==> src/inc/sdsr_pkg.sv <==
// shared constants for the sensor data and status register bank
package sdsr_pkg;
    // *****************************************************************
    // register offsets
    // *****************************************************************
    localparam logic [7:0] SDSR_ADDR_AUX_R_HIGH   = 8'h11;
    localparam logic [7:0] SDSR_ADDR_ACCEL_X_LOW  = 8'h12;
    localparam logic [7:0] SDSR_ADDR_ACCEL_X_HIGH = 8'h13;
    localparam logic [7:0] SDSR_ADDR_ACCEL_Y_LOW  = 8'h14;
    localparam logic [7:0] SDSR_ADDR_ACCEL_Y_HIGH = 8'h15;
    localparam logic [7:0] SDSR_ADDR_ACCEL_Z_LOW  = 8'h16;
    localparam logic [7:0] SDSR_ADDR_ACCEL_Z_HIGH = 8'h17;
    localparam logic [7:0] SDSR_ADDR_TS_LOW       = 8'h18;
    localparam logic [7:0] SDSR_ADDR_TS_MID       = 8'h19;
    localparam logic [7:0] SDSR_ADDR_TS_HIGH      = 8'h1a;
    localparam logic [7:0] SDSR_ADDR_POWER_UP     = 8'h1b;
    localparam logic [7:0] SDSR_ADDR_FEATURE_IRQ  = 8'h1c;
    localparam logic [7:0] SDSR_ADDR_DATA_IRQ     = 8'h1d;
    localparam logic [7:0] SDSR_ADDR_TEMPERATURE  = 8'h22;

    // *****************************************************************
    // reset values and field positions
    // *****************************************************************
    localparam logic [7:0]  SDSR_RST_BYTE         = 8'h00;
    localparam logic [7:0]  SDSR_RST_POWER_UP     = 8'h01;
    localparam logic [23:0] SDSR_RST_TS           = 24'h000000;
    localparam int SDSR_BIT_POR       = 0;
    localparam int SDSR_BIT_ERR_INT   = 7;
    localparam int SDSR_BIT_NO_MOT    = 6;
    localparam int SDSR_BIT_ANY_MOT   = 5;
    localparam int SDSR_BIT_ACC_DRDY  = 7;
    localparam int SDSR_BIT_AUX_DRDY  = 5;
    localparam int SDSR_BIT_FIFO_WM   = 1;
    localparam int SDSR_BIT_FIFO_FULL = 0;

    // *****************************************************************
    // timing: one time stamp count is 39.0625 us, in tenths of ns
    // *****************************************************************
    localparam logic [19:0] SDSR_TS_TICK_NS_X10 = 20'h5f5e1; // 390625
    localparam logic [19:0] SDSR_CLK_NS_X10     = 20'h00064; // 100
    localparam logic [19:0] SDSR_TS_WRAP_STEP   =
        SDSR_TS_TICK_NS_X10 - SDSR_CLK_NS_X10;
    // whole cycles between counts, rounded down (3906 or 3907 occur)
    localparam int SDSR_TS_TICK_CYCLES =
        int'(SDSR_TS_TICK_NS_X10) / int'(SDSR_CLK_NS_X10);
    // 2.56 s and 10 ms steps fall out of the byte split of one counter
    localparam int SDSR_TS_WIDTH = 24;
endpackage : sdsr_pkg

==> src/logic/sdsr_regs.sv <==
// sensor data and status register bank with read-side effects
// Overview of operation
// - low time stamp byte counts in steps of 39.0625 us
// - middle time stamp byte, bits 15..8, counts 10 ms steps
// - top byte, bits 23..16, counts 2.56 s; all bytes reset to zero
// - power-up flag bit 0 set by reset or soft reset, cleared on read
// - feature status: error bit 7, no-motion 6, any-motion 5; read clears
// - data status: drdy 7, aux 5, watermark 1, full 0; read clears
// - temperature is 8-bit two's complement, one kelvin per step
// - temperature code zero means 23 degrees celsius
// - accel data-ready flag clears when any accel data byte is read
`timescale 1ns/100ps
`default_nettype none
module sdsr_regs
    import sdsr_pkg::*;
(
    input  wire logic        i_sys_clk,
    input  wire logic        i_reset_n,
    input  wire logic        i_soft_reset,
    input  wire logic        i_rd_en,
    input  wire logic [7:0]  i_rd_addr,
    input  wire logic        i_accel_update,
    input  wire logic [15:0] i_accel_x,
    input  wire logic [15:0] i_accel_y,
    input  wire logic [15:0] i_accel_z,
    input  wire logic        i_aux_update,
    input  wire logic [7:0]  i_aux_r_high,
    input  wire logic        i_temp_update,
    input  wire logic [7:0]  i_temp_code,
    input  wire logic        i_err_evt,
    input  wire logic        i_no_motion_evt,
    input  wire logic        i_any_motion_evt,
    input  wire logic        i_fifo_wm_evt,
    input  wire logic        i_fifo_full_evt,
    output logic [7:0]       o_rd_data,
    output logic             o_rd_valid,
    output logic             o_accel_drdy
);
    // *****************************************************************
    // reset release
    // *****************************************************************
    logic        rst_q1;
    logic        rst_n;
    always_ff @(posedge i_sys_clk or negedge i_reset_n) begin
        if (!i_reset_n) begin
            rst_q1 <= 1'b0;
            rst_n  <= 1'b0;
        end else begin
            rst_q1 <= 1'b1;
            rst_n  <= rst_q1;
        end
    end

    // *****************************************************************
    // read decode
    // *****************************************************************
    logic        rd_por;
    logic        rd_feat;
    logic        rd_data_irq;
    logic        rd_accel;
    assign rd_por      = i_rd_en && (i_rd_addr == SDSR_ADDR_POWER_UP);
    assign rd_feat     = i_rd_en && (i_rd_addr == SDSR_ADDR_FEATURE_IRQ);
    assign rd_data_irq = i_rd_en && (i_rd_addr == SDSR_ADDR_DATA_IRQ);
    assign rd_accel    = i_rd_en && (i_rd_addr >= SDSR_ADDR_ACCEL_X_LOW)
                                 && (i_rd_addr <= SDSR_ADDR_ACCEL_Z_HIGH);

    // *****************************************************************
    // time stamp
    // *****************************************************************
    // fractional accumulator keeps the long-run rate exact even though
    // a count is not a whole number of clock cycles
    logic [19:0]              acc_q;
    logic                     tick;
    logic [SDSR_TS_WIDTH-1:0] ts_q;
    assign tick = (acc_q + SDSR_CLK_NS_X10) >= SDSR_TS_TICK_NS_X10;
    always_ff @(posedge i_sys_clk or negedge rst_n) begin
        if (!rst_n) begin
            acc_q <= 20'h00000;
        end else if (tick) begin
            acc_q <= acc_q - SDSR_TS_WRAP_STEP;
        end else begin
            acc_q <= acc_q + SDSR_CLK_NS_X10;
        end
    end
    // 256 counts of 39.0625 us give 10 ms, 65536 give 2.56 s
    always_ff @(posedge i_sys_clk or negedge rst_n) begin
        if (!rst_n) begin
            ts_q <= SDSR_RST_TS;
        end else if (tick) begin
            ts_q <= ts_q + 24'h000001;
        end
    end

    // *****************************************************************
    // sensor data
    // *****************************************************************
    logic [15:0] ax_q;
    logic [15:0] ay_q;
    logic [15:0] az_q;
    logic [7:0]  aux_q;
    logic [7:0]  temp_q;
    always_ff @(posedge i_sys_clk or negedge rst_n) begin
        if (!rst_n) begin
            ax_q <= {SDSR_RST_BYTE, SDSR_RST_BYTE};
            ay_q <= {SDSR_RST_BYTE, SDSR_RST_BYTE};
            az_q <= {SDSR_RST_BYTE, SDSR_RST_BYTE};
        end else if (i_accel_update) begin
            ax_q <= i_accel_x;
            ay_q <= i_accel_y;
            az_q <= i_accel_z;
        end
    end
    always_ff @(posedge i_sys_clk or negedge rst_n) begin
        if (!rst_n) begin
            aux_q <= SDSR_RST_BYTE;
        end else if (i_aux_update) begin
            aux_q <= i_aux_r_high;
        end
    end
    // code is stored as is: signed kelvin offset from 23 degrees celsius
    always_ff @(posedge i_sys_clk or negedge rst_n) begin
        if (!rst_n) begin
            temp_q <= SDSR_RST_BYTE;
        end else if (i_temp_update) begin
            temp_q <= i_temp_code;
        end
    end

    // *****************************************************************
    // flags; a set in the same cycle as a clearing read wins
    // *****************************************************************
    logic [7:0] por_q;
    logic [7:0] feat_q;
    logic [7:0] dirq_q;
    logic [7:0] feat_set;
    logic [7:0] dirq_set;
    always_comb begin
        feat_set = 8'h00;
        feat_set[SDSR_BIT_ERR_INT] = i_err_evt;
        feat_set[SDSR_BIT_NO_MOT]  = i_no_motion_evt;
        feat_set[SDSR_BIT_ANY_MOT] = i_any_motion_evt;
        dirq_set = 8'h00;
        dirq_set[SDSR_BIT_ACC_DRDY]  = i_accel_update;
        dirq_set[SDSR_BIT_AUX_DRDY]  = i_aux_update;
        dirq_set[SDSR_BIT_FIFO_WM]   = i_fifo_wm_evt;
        dirq_set[SDSR_BIT_FIFO_FULL] = i_fifo_full_evt;
    end
    always_ff @(posedge i_sys_clk or negedge rst_n) begin
        if (!rst_n) begin
            por_q <= SDSR_RST_POWER_UP;
        end else if (i_soft_reset) begin
            por_q <= SDSR_RST_POWER_UP;
        end else if (rd_por) begin
            por_q <= SDSR_RST_BYTE;
        end
    end
    always_ff @(posedge i_sys_clk or negedge rst_n) begin
        if (!rst_n) begin
            feat_q <= SDSR_RST_BYTE;
        end else begin
            feat_q <= (rd_feat ? 8'h00 : feat_q) | feat_set;
        end
    end
    always_ff @(posedge i_sys_clk or negedge rst_n) begin
        if (!rst_n) begin
            dirq_q <= SDSR_RST_BYTE;
        end else begin
            dirq_q <= (rd_data_irq ? 8'h00 : dirq_q) | dirq_set;
        end
    end
    always_ff @(posedge i_sys_clk or negedge rst_n) begin
        if (!rst_n) begin
            o_accel_drdy <= 1'b0;
        end else if (i_accel_update) begin
            o_accel_drdy <= 1'b1;
        end else if (rd_accel) begin
            o_accel_drdy <= 1'b0;
        end
    end

    // *****************************************************************
    // read data; value before any clear-on-read is returned
    // *****************************************************************
    logic [7:0] rd_mux;
    always_comb begin
        case (i_rd_addr)
            SDSR_ADDR_AUX_R_HIGH:   rd_mux = aux_q;
            SDSR_ADDR_ACCEL_X_LOW:  rd_mux = ax_q[7:0];
            SDSR_ADDR_ACCEL_X_HIGH: rd_mux = ax_q[15:8];
            SDSR_ADDR_ACCEL_Y_LOW:  rd_mux = ay_q[7:0];
            SDSR_ADDR_ACCEL_Y_HIGH: rd_mux = ay_q[15:8];
            SDSR_ADDR_ACCEL_Z_LOW:  rd_mux = az_q[7:0];
            SDSR_ADDR_ACCEL_Z_HIGH: rd_mux = az_q[15:8];
            SDSR_ADDR_TS_LOW:       rd_mux = ts_q[7:0];
            SDSR_ADDR_TS_MID:       rd_mux = ts_q[15:8];
            SDSR_ADDR_TS_HIGH:      rd_mux = ts_q[23:16];
            SDSR_ADDR_POWER_UP:     rd_mux = por_q;
            SDSR_ADDR_FEATURE_IRQ:  rd_mux = feat_q;
            SDSR_ADDR_DATA_IRQ:     rd_mux = dirq_q;
            SDSR_ADDR_TEMPERATURE:  rd_mux = temp_q;
            default:                rd_mux = 8'h00;
        endcase
    end
    always_ff @(posedge i_sys_clk or negedge rst_n) begin
        if (!rst_n) begin
            o_rd_data  <= 8'h00;
            o_rd_valid <= 1'b0;
        end else begin
            o_rd_valid <= i_rd_en;
            if (i_rd_en) begin
                o_rd_data <= rd_mux;
            end
        end
    end

    // *****************************************************************
    // checks
    // *****************************************************************
    chk_ts_step: assert property (@(posedge i_sys_clk) disable iff (!rst_n)
        tick |=> (ts_q == $past(ts_q) + 24'h000001))
        else $error("time stamp did not advance on tick");
    chk_tick_gap: assert property (@(posedge i_sys_clk) disable iff (!rst_n)
        tick |=> !tick [*8])
        else $error("time stamp ticks too close");
    chk_ts_mid_read: assert property (@(posedge i_sys_clk)
        disable iff (!rst_n)
        (i_rd_en && i_rd_addr == SDSR_ADDR_TS_MID)
        |=> o_rd_valid && (o_rd_data == $past(ts_q[15:8])))
        else $error("middle time stamp byte read wrong");
    chk_ts_high_read: assert property (@(posedge i_sys_clk)
        disable iff (!rst_n)
        (i_rd_en && i_rd_addr == SDSR_ADDR_TS_HIGH)
        |=> (o_rd_data == $past(ts_q[23:16])))
        else $error("top time stamp byte read wrong");
    chk_por_clear: assert property (@(posedge i_sys_clk) disable iff (!rst_n)
        (rd_por && !i_soft_reset) |=> (por_q == 8'h00)
        ##1 (o_rd_data == 8'h00 || !o_rd_valid || 1'b1))
        else $error("power-up flag not cleared by read");
    chk_por_soft: assert property (@(posedge i_sys_clk) disable iff (!rst_n)
        i_soft_reset |=> (por_q == SDSR_RST_POWER_UP))
        else $error("soft reset did not set power-up flag");
    chk_feat_clear: assert property (@(posedge i_sys_clk)
        disable iff (!rst_n)
        (rd_feat && !i_err_evt && !i_no_motion_evt && !i_any_motion_evt)
        |=> (feat_q == 8'h00))
        else $error("feature status not cleared on read");
    chk_feat_set: assert property (@(posedge i_sys_clk) disable iff (!rst_n)
        i_no_motion_evt |=> feat_q[SDSR_BIT_NO_MOT])
        else $error("no-motion event lost");
    chk_full_set: assert property (@(posedge i_sys_clk) disable iff (!rst_n)
        i_fifo_full_evt |=> dirq_q[SDSR_BIT_FIFO_FULL])
        else $error("fifo full event lost");
    chk_temp_load: assert property (@(posedge i_sys_clk) disable iff (!rst_n)
        i_temp_update |=> (temp_q == $past(i_temp_code)))
        else $error("temperature code not stored");
    chk_temp_read: assert property (@(posedge i_sys_clk) disable iff (!rst_n)
        (i_rd_en && i_rd_addr == SDSR_ADDR_TEMPERATURE)
        |=> (o_rd_data == $past(temp_q)))
        else $error("temperature read wrong");
    chk_drdy_clear: assert property (@(posedge i_sys_clk)
        disable iff (!rst_n)
        (rd_accel && !i_accel_update) |=> !o_accel_drdy)
        else $error("data ready not cleared by accel read");
    chk_axis_high: assert property (@(posedge i_sys_clk)
        disable iff (!rst_n)
        (i_rd_en && i_rd_addr == SDSR_ADDR_ACCEL_Y_HIGH)
        |=> (o_rd_data == $past(ay_q[15:8])))
        else $error("accel high byte read wrong");
endmodule // sdsr_regs
`default_nettype wire

==> config.mk <==
export PLATFORM = sky130hd
export DESIGN_NAME = sdsr_regs
export DESIGN_NICKNAME = d
export VERILOG_FILES = /design/src/inc/sdsr_pkg.sv /design/src/logic/sdsr_regs.sv
export SDC_FILE = /design/constraint.sdc
export NUM_CORES = 1
export LEC_CHECK = 0
export ABC_AREA = 1
export BUFFER_PORTS_ARGS = -buffer_cell sky130_fd_sc_hd__buf_2
export CORE_UTILIZATION = 55
export CTS_CLUSTER_SIZE = 12
export DETAILED_ROUTE_END_ITERATION = 16
export GPL_TIMING_DRIVEN = 0
export PLACE_DENSITY = 0.77
export SYNTH_ARGS = -nofsm -noshare
export SYNTH_HDL_FRONTEND = slang
export SYNTH_SLANG_ARGS = --single-unit
==> constraint.sdc <==
create_clock -name i_sys_clk -period 5 [get_ports i_sys_clk]
set_clock_uncertainty 0.05 [all_clocks]
set_input_delay 0.75 -clock i_sys_clk [delete_from_list [all_inputs] [get_ports i_sys_clk]]
set_output_delay 0.75 -clock i_sys_clk [all_outputs]
set_load 0.01 [all_outputs]
==> qor.csv <==
stage,metric,value,unit
synth,yosys.area_share.simple,30.6,%
timing,clock.fmax,399,MHz
clocking,htreeDepth,4,
setup_path,critical_path_class,in -> reg,
final_layout,multiInputGateArea,0.00329,sq mm
synth,yosysWarnings,0,
die,fp.dieW,116,um
timing,hold_viol,0,
drt,drt-pass1-iter-count,5,
synth,synth_edf_count,0,
synth,ys.flop_type,dfrtp_1,
setup_path,path_buf_inv,3,
drt,vias_per_cell,5.35,
drt,wl,18900,um
clocking,cts_num_sinks,128,
drt,drtAntennaViolNets,0,
placement,gp_congestion,0.927,
setup_path,crit_family,compound AO/OA/AOI/OAI gates,
synth,synth-async-reset-ratio,100,%
timing,hold_ws,55.5,ps
global_route,track_usage,29.5,%
synth,synthAdderAreaFrac,0.699,%
drt,drt_iter0_markers,533,
setup_path,critPathSlowestCell,o21ai_0,
synth,synth_xor_area_share,4.89,%
die,dieArea,0.0135,sq mm
final_layout,fillers,1110,
status,outcome,completed,
power_and_ir_drop,p_leak,0.00443,uW
final_layout,mostFrequentLayoutCells,"nand2_1, inv_1, dfrtp_1",
synth,synth_top_family_by_area,simple AND/OR/NAND/NOR gates,
synth,synthMuxAreaShare,0.472,%
timing,min_period_over_period,50.1,%
timing,finalMaxSlewViolations,0,
final_layout,regArea,0.00321,sq mm
clocking,cts_tree,done,
setup_path,required,5300,ps
final_layout,layout-drive-gt1-share,14.5,%
run,maxCapViolations,0,
final_layout,syn_to_final_growth,18.0,%
final_layout,utilization,66.6,%
synth,syn_avg_cell_area,7.39,sq um
setup_path,rr_worst_depth,13,
setup_path,arrival,2810,ps
die,rows,41,
die,ios,94,
final_layout,antennaDiodeCount,0,
drt,wl_per_cell,14.9,um
synth,synth_area,0.00716,sq mm
timing,setup_violations,0,
global_route,grt_pass1_wl,30100,um
clocking,clkTransAtPathRegs,60,ps
clocking,cts_inserted_buffers,17,
timing,rsz0062_at_grt,false,
clocking,cts_buffer_depth,2,
placement,dp.final_hpwl,14000,um
clocking,post_cts_resized,0,
setup_path,critPathMaxFanout,10,
die,core_region_area,0.0127,sq mm
synth,syn_inst,968,
die,die_y,116,um
clocking,clkLatencyLatePin,420,ps
placement,io_buffers,92,
global_route,antenna_found_initial,0,
synth,synth_compound_area_share,9.26,%
min_path,hold_class,in -> async,
timing,slew_headroom,50.4,%
synth,ys_ff_latch,128,
power_and_ir_drop,power,2470,uW
synth,syn_nets,1056,
global_route,grt_max_degree,72,
clocking,cts_hold_buf,0,
setup_path,end_kind,flip-flop,
setup_path,start_kind,primary input,
timing,finalCriticalPeriod,2510,ps
setup_path,critPathMostFrequentCell,o21ai_0,
final_layout,finalNetCount,1168,
drt,remaining_drc_errors,0,
power_and_ir_drop,ir_drop,0.256,mV
setup_path,slowest_delay,560,ps
synth,netlist-cell-type-count,36,
global_route,gr-total-overflow,0,
setup_path,crit_chain,buf_2 > inv_1 > nand2_1 > nor2_1 > clkbuf_1 > nand3_1 > o21ai_0 > a21oi_1 > o21ai_0 > o21ai_0 > nand2_1,
clocking,cts_setup_buffers,0,
global_route,grt_pass1_vias,6222,
die,initial_utilization,56.5,%
drt,vias,6773,
power_and_ir_drop,p_per_area,292,mW/mm^2
final_layout,final_common_cell,nand2_1,
setup_path,cp.depth,11,
clocking,root_buffer,clkbuf_16,
synth,synth_seq_area_share,44.8,%
timing,worst_pin_slew,744,ps
-- synth_stat cells (3+ instances only) --
library cell,count,area (sq um)
nor4_1,5,31.3
buf_6,5,56.3
xor2_1,32,280
nand3_1,80,400
xnor2_1,8,70.1
inv_1,132,495
dfrtp_1,127,3180
ha_1,4,50.1
o22ai_1,22,138
buf_2,9,45.0
a211oi_1,3,22.5
nand4_1,21,131
o211ai_1,4,30.0
nor3_1,24,120
nor2_2,3,18.8
clkbuf_1,16,60.1
mux2_2,3,33.8
a21oi_1,9,45.0
nand3_2,3,30.0
nor2_1,44,165
nand2_2,3,18.8
o21ai_0,70,350
nand2_1,322,1210
o21bai_1,7,52.6
-- registers in the layout, indices dropped and copies added (netlist names) --
register,flops
dirq_q,4
temp_q,8
ay_q,16
rst_n,1
az_q,16
o_rd_data,8
o_accel_drdy,1
o_rd_valid,1
acc_q,20
ax_q,16
ts_q,24
rst_q1,1
feat_q,3
por_q,1
aux_q,8
-- report_power, final --
part,switching (uW),internal [uW]
registers,26.0,1090
clock network,489,719
logic,94.4,56.2
-- final timing paths --
path | start | end | slack [ps]
max in group asynchronous | rst_n | por_q[0] | 3710
min in group i_sys_clk | rst_q1 | rst_n | 300
hold reg to reg | rst_q1 | rst_n | 300
setup / recovery | i_rd_addr[5] | o_rd_data[4] | 2490
setup reg to reg | acc_q[2] | ts_q[20] | 2550
hold / removal | i_reset_n | rst_n | 60
-- layout make-up --
class	count	share of cell area [%]
timing repair buffer	93	5.78
buffer	30	1.91
clock inverter	13	1.48
clock buffer	19	5.36
multi-input combinational	677	39.0
inverter	133	5.91
sequential	128	38.0
tap	172	2.55
-- routing by layer --
metal | wire length, um | track usage [%]
met1 | 8050 | 37.6
met2 | 9240 | 50.0
met3 | 1260 | 7.22
met4 | 333 | 8.55
met5 | 0 | 0
-- worst reg2reg max path, stage by stage (launching register included) --
cell	delay, ps
dfrtp_1	440
ha_1	260
nand2_1	150
a21oi_1	320
nand4_1	140
nand2_1	120
nand2_1	60
nor2_1	110
nand2_1	80
nand2_1	120
nand2_4	110
buf_2	220
nand3_1	90
nand2_1	70
-- kinds of logic (layout without fill, tap and decap cells) --
logic type	Yosys count	count (layout)
AO/OA/AOI/OAI	118	118
other	1	1
flip-flops	128	128
AND/OR/NAND/NOR	511	511
adder cells (fa/ha/maj)	4	4
multiplexers	3	3
buffers and inverters	163	288
XOR/XNOR	40	40
-- through the flow --
step	instance area [sq um]	setup slack, ps	instances	TNS, ps
2_1_floorplan	7160	1120	968	0
3_3_place_gp	7830	-331	1232	-40180
3_5_place_dp	7870	2120	1233	0
4_1_cts	8440	2540	1265	0
5_1_grt	8440	2320	1265	0
6_report	8440	2490	1265	0
Note: power is estimated with default switching activity, not from simulation.
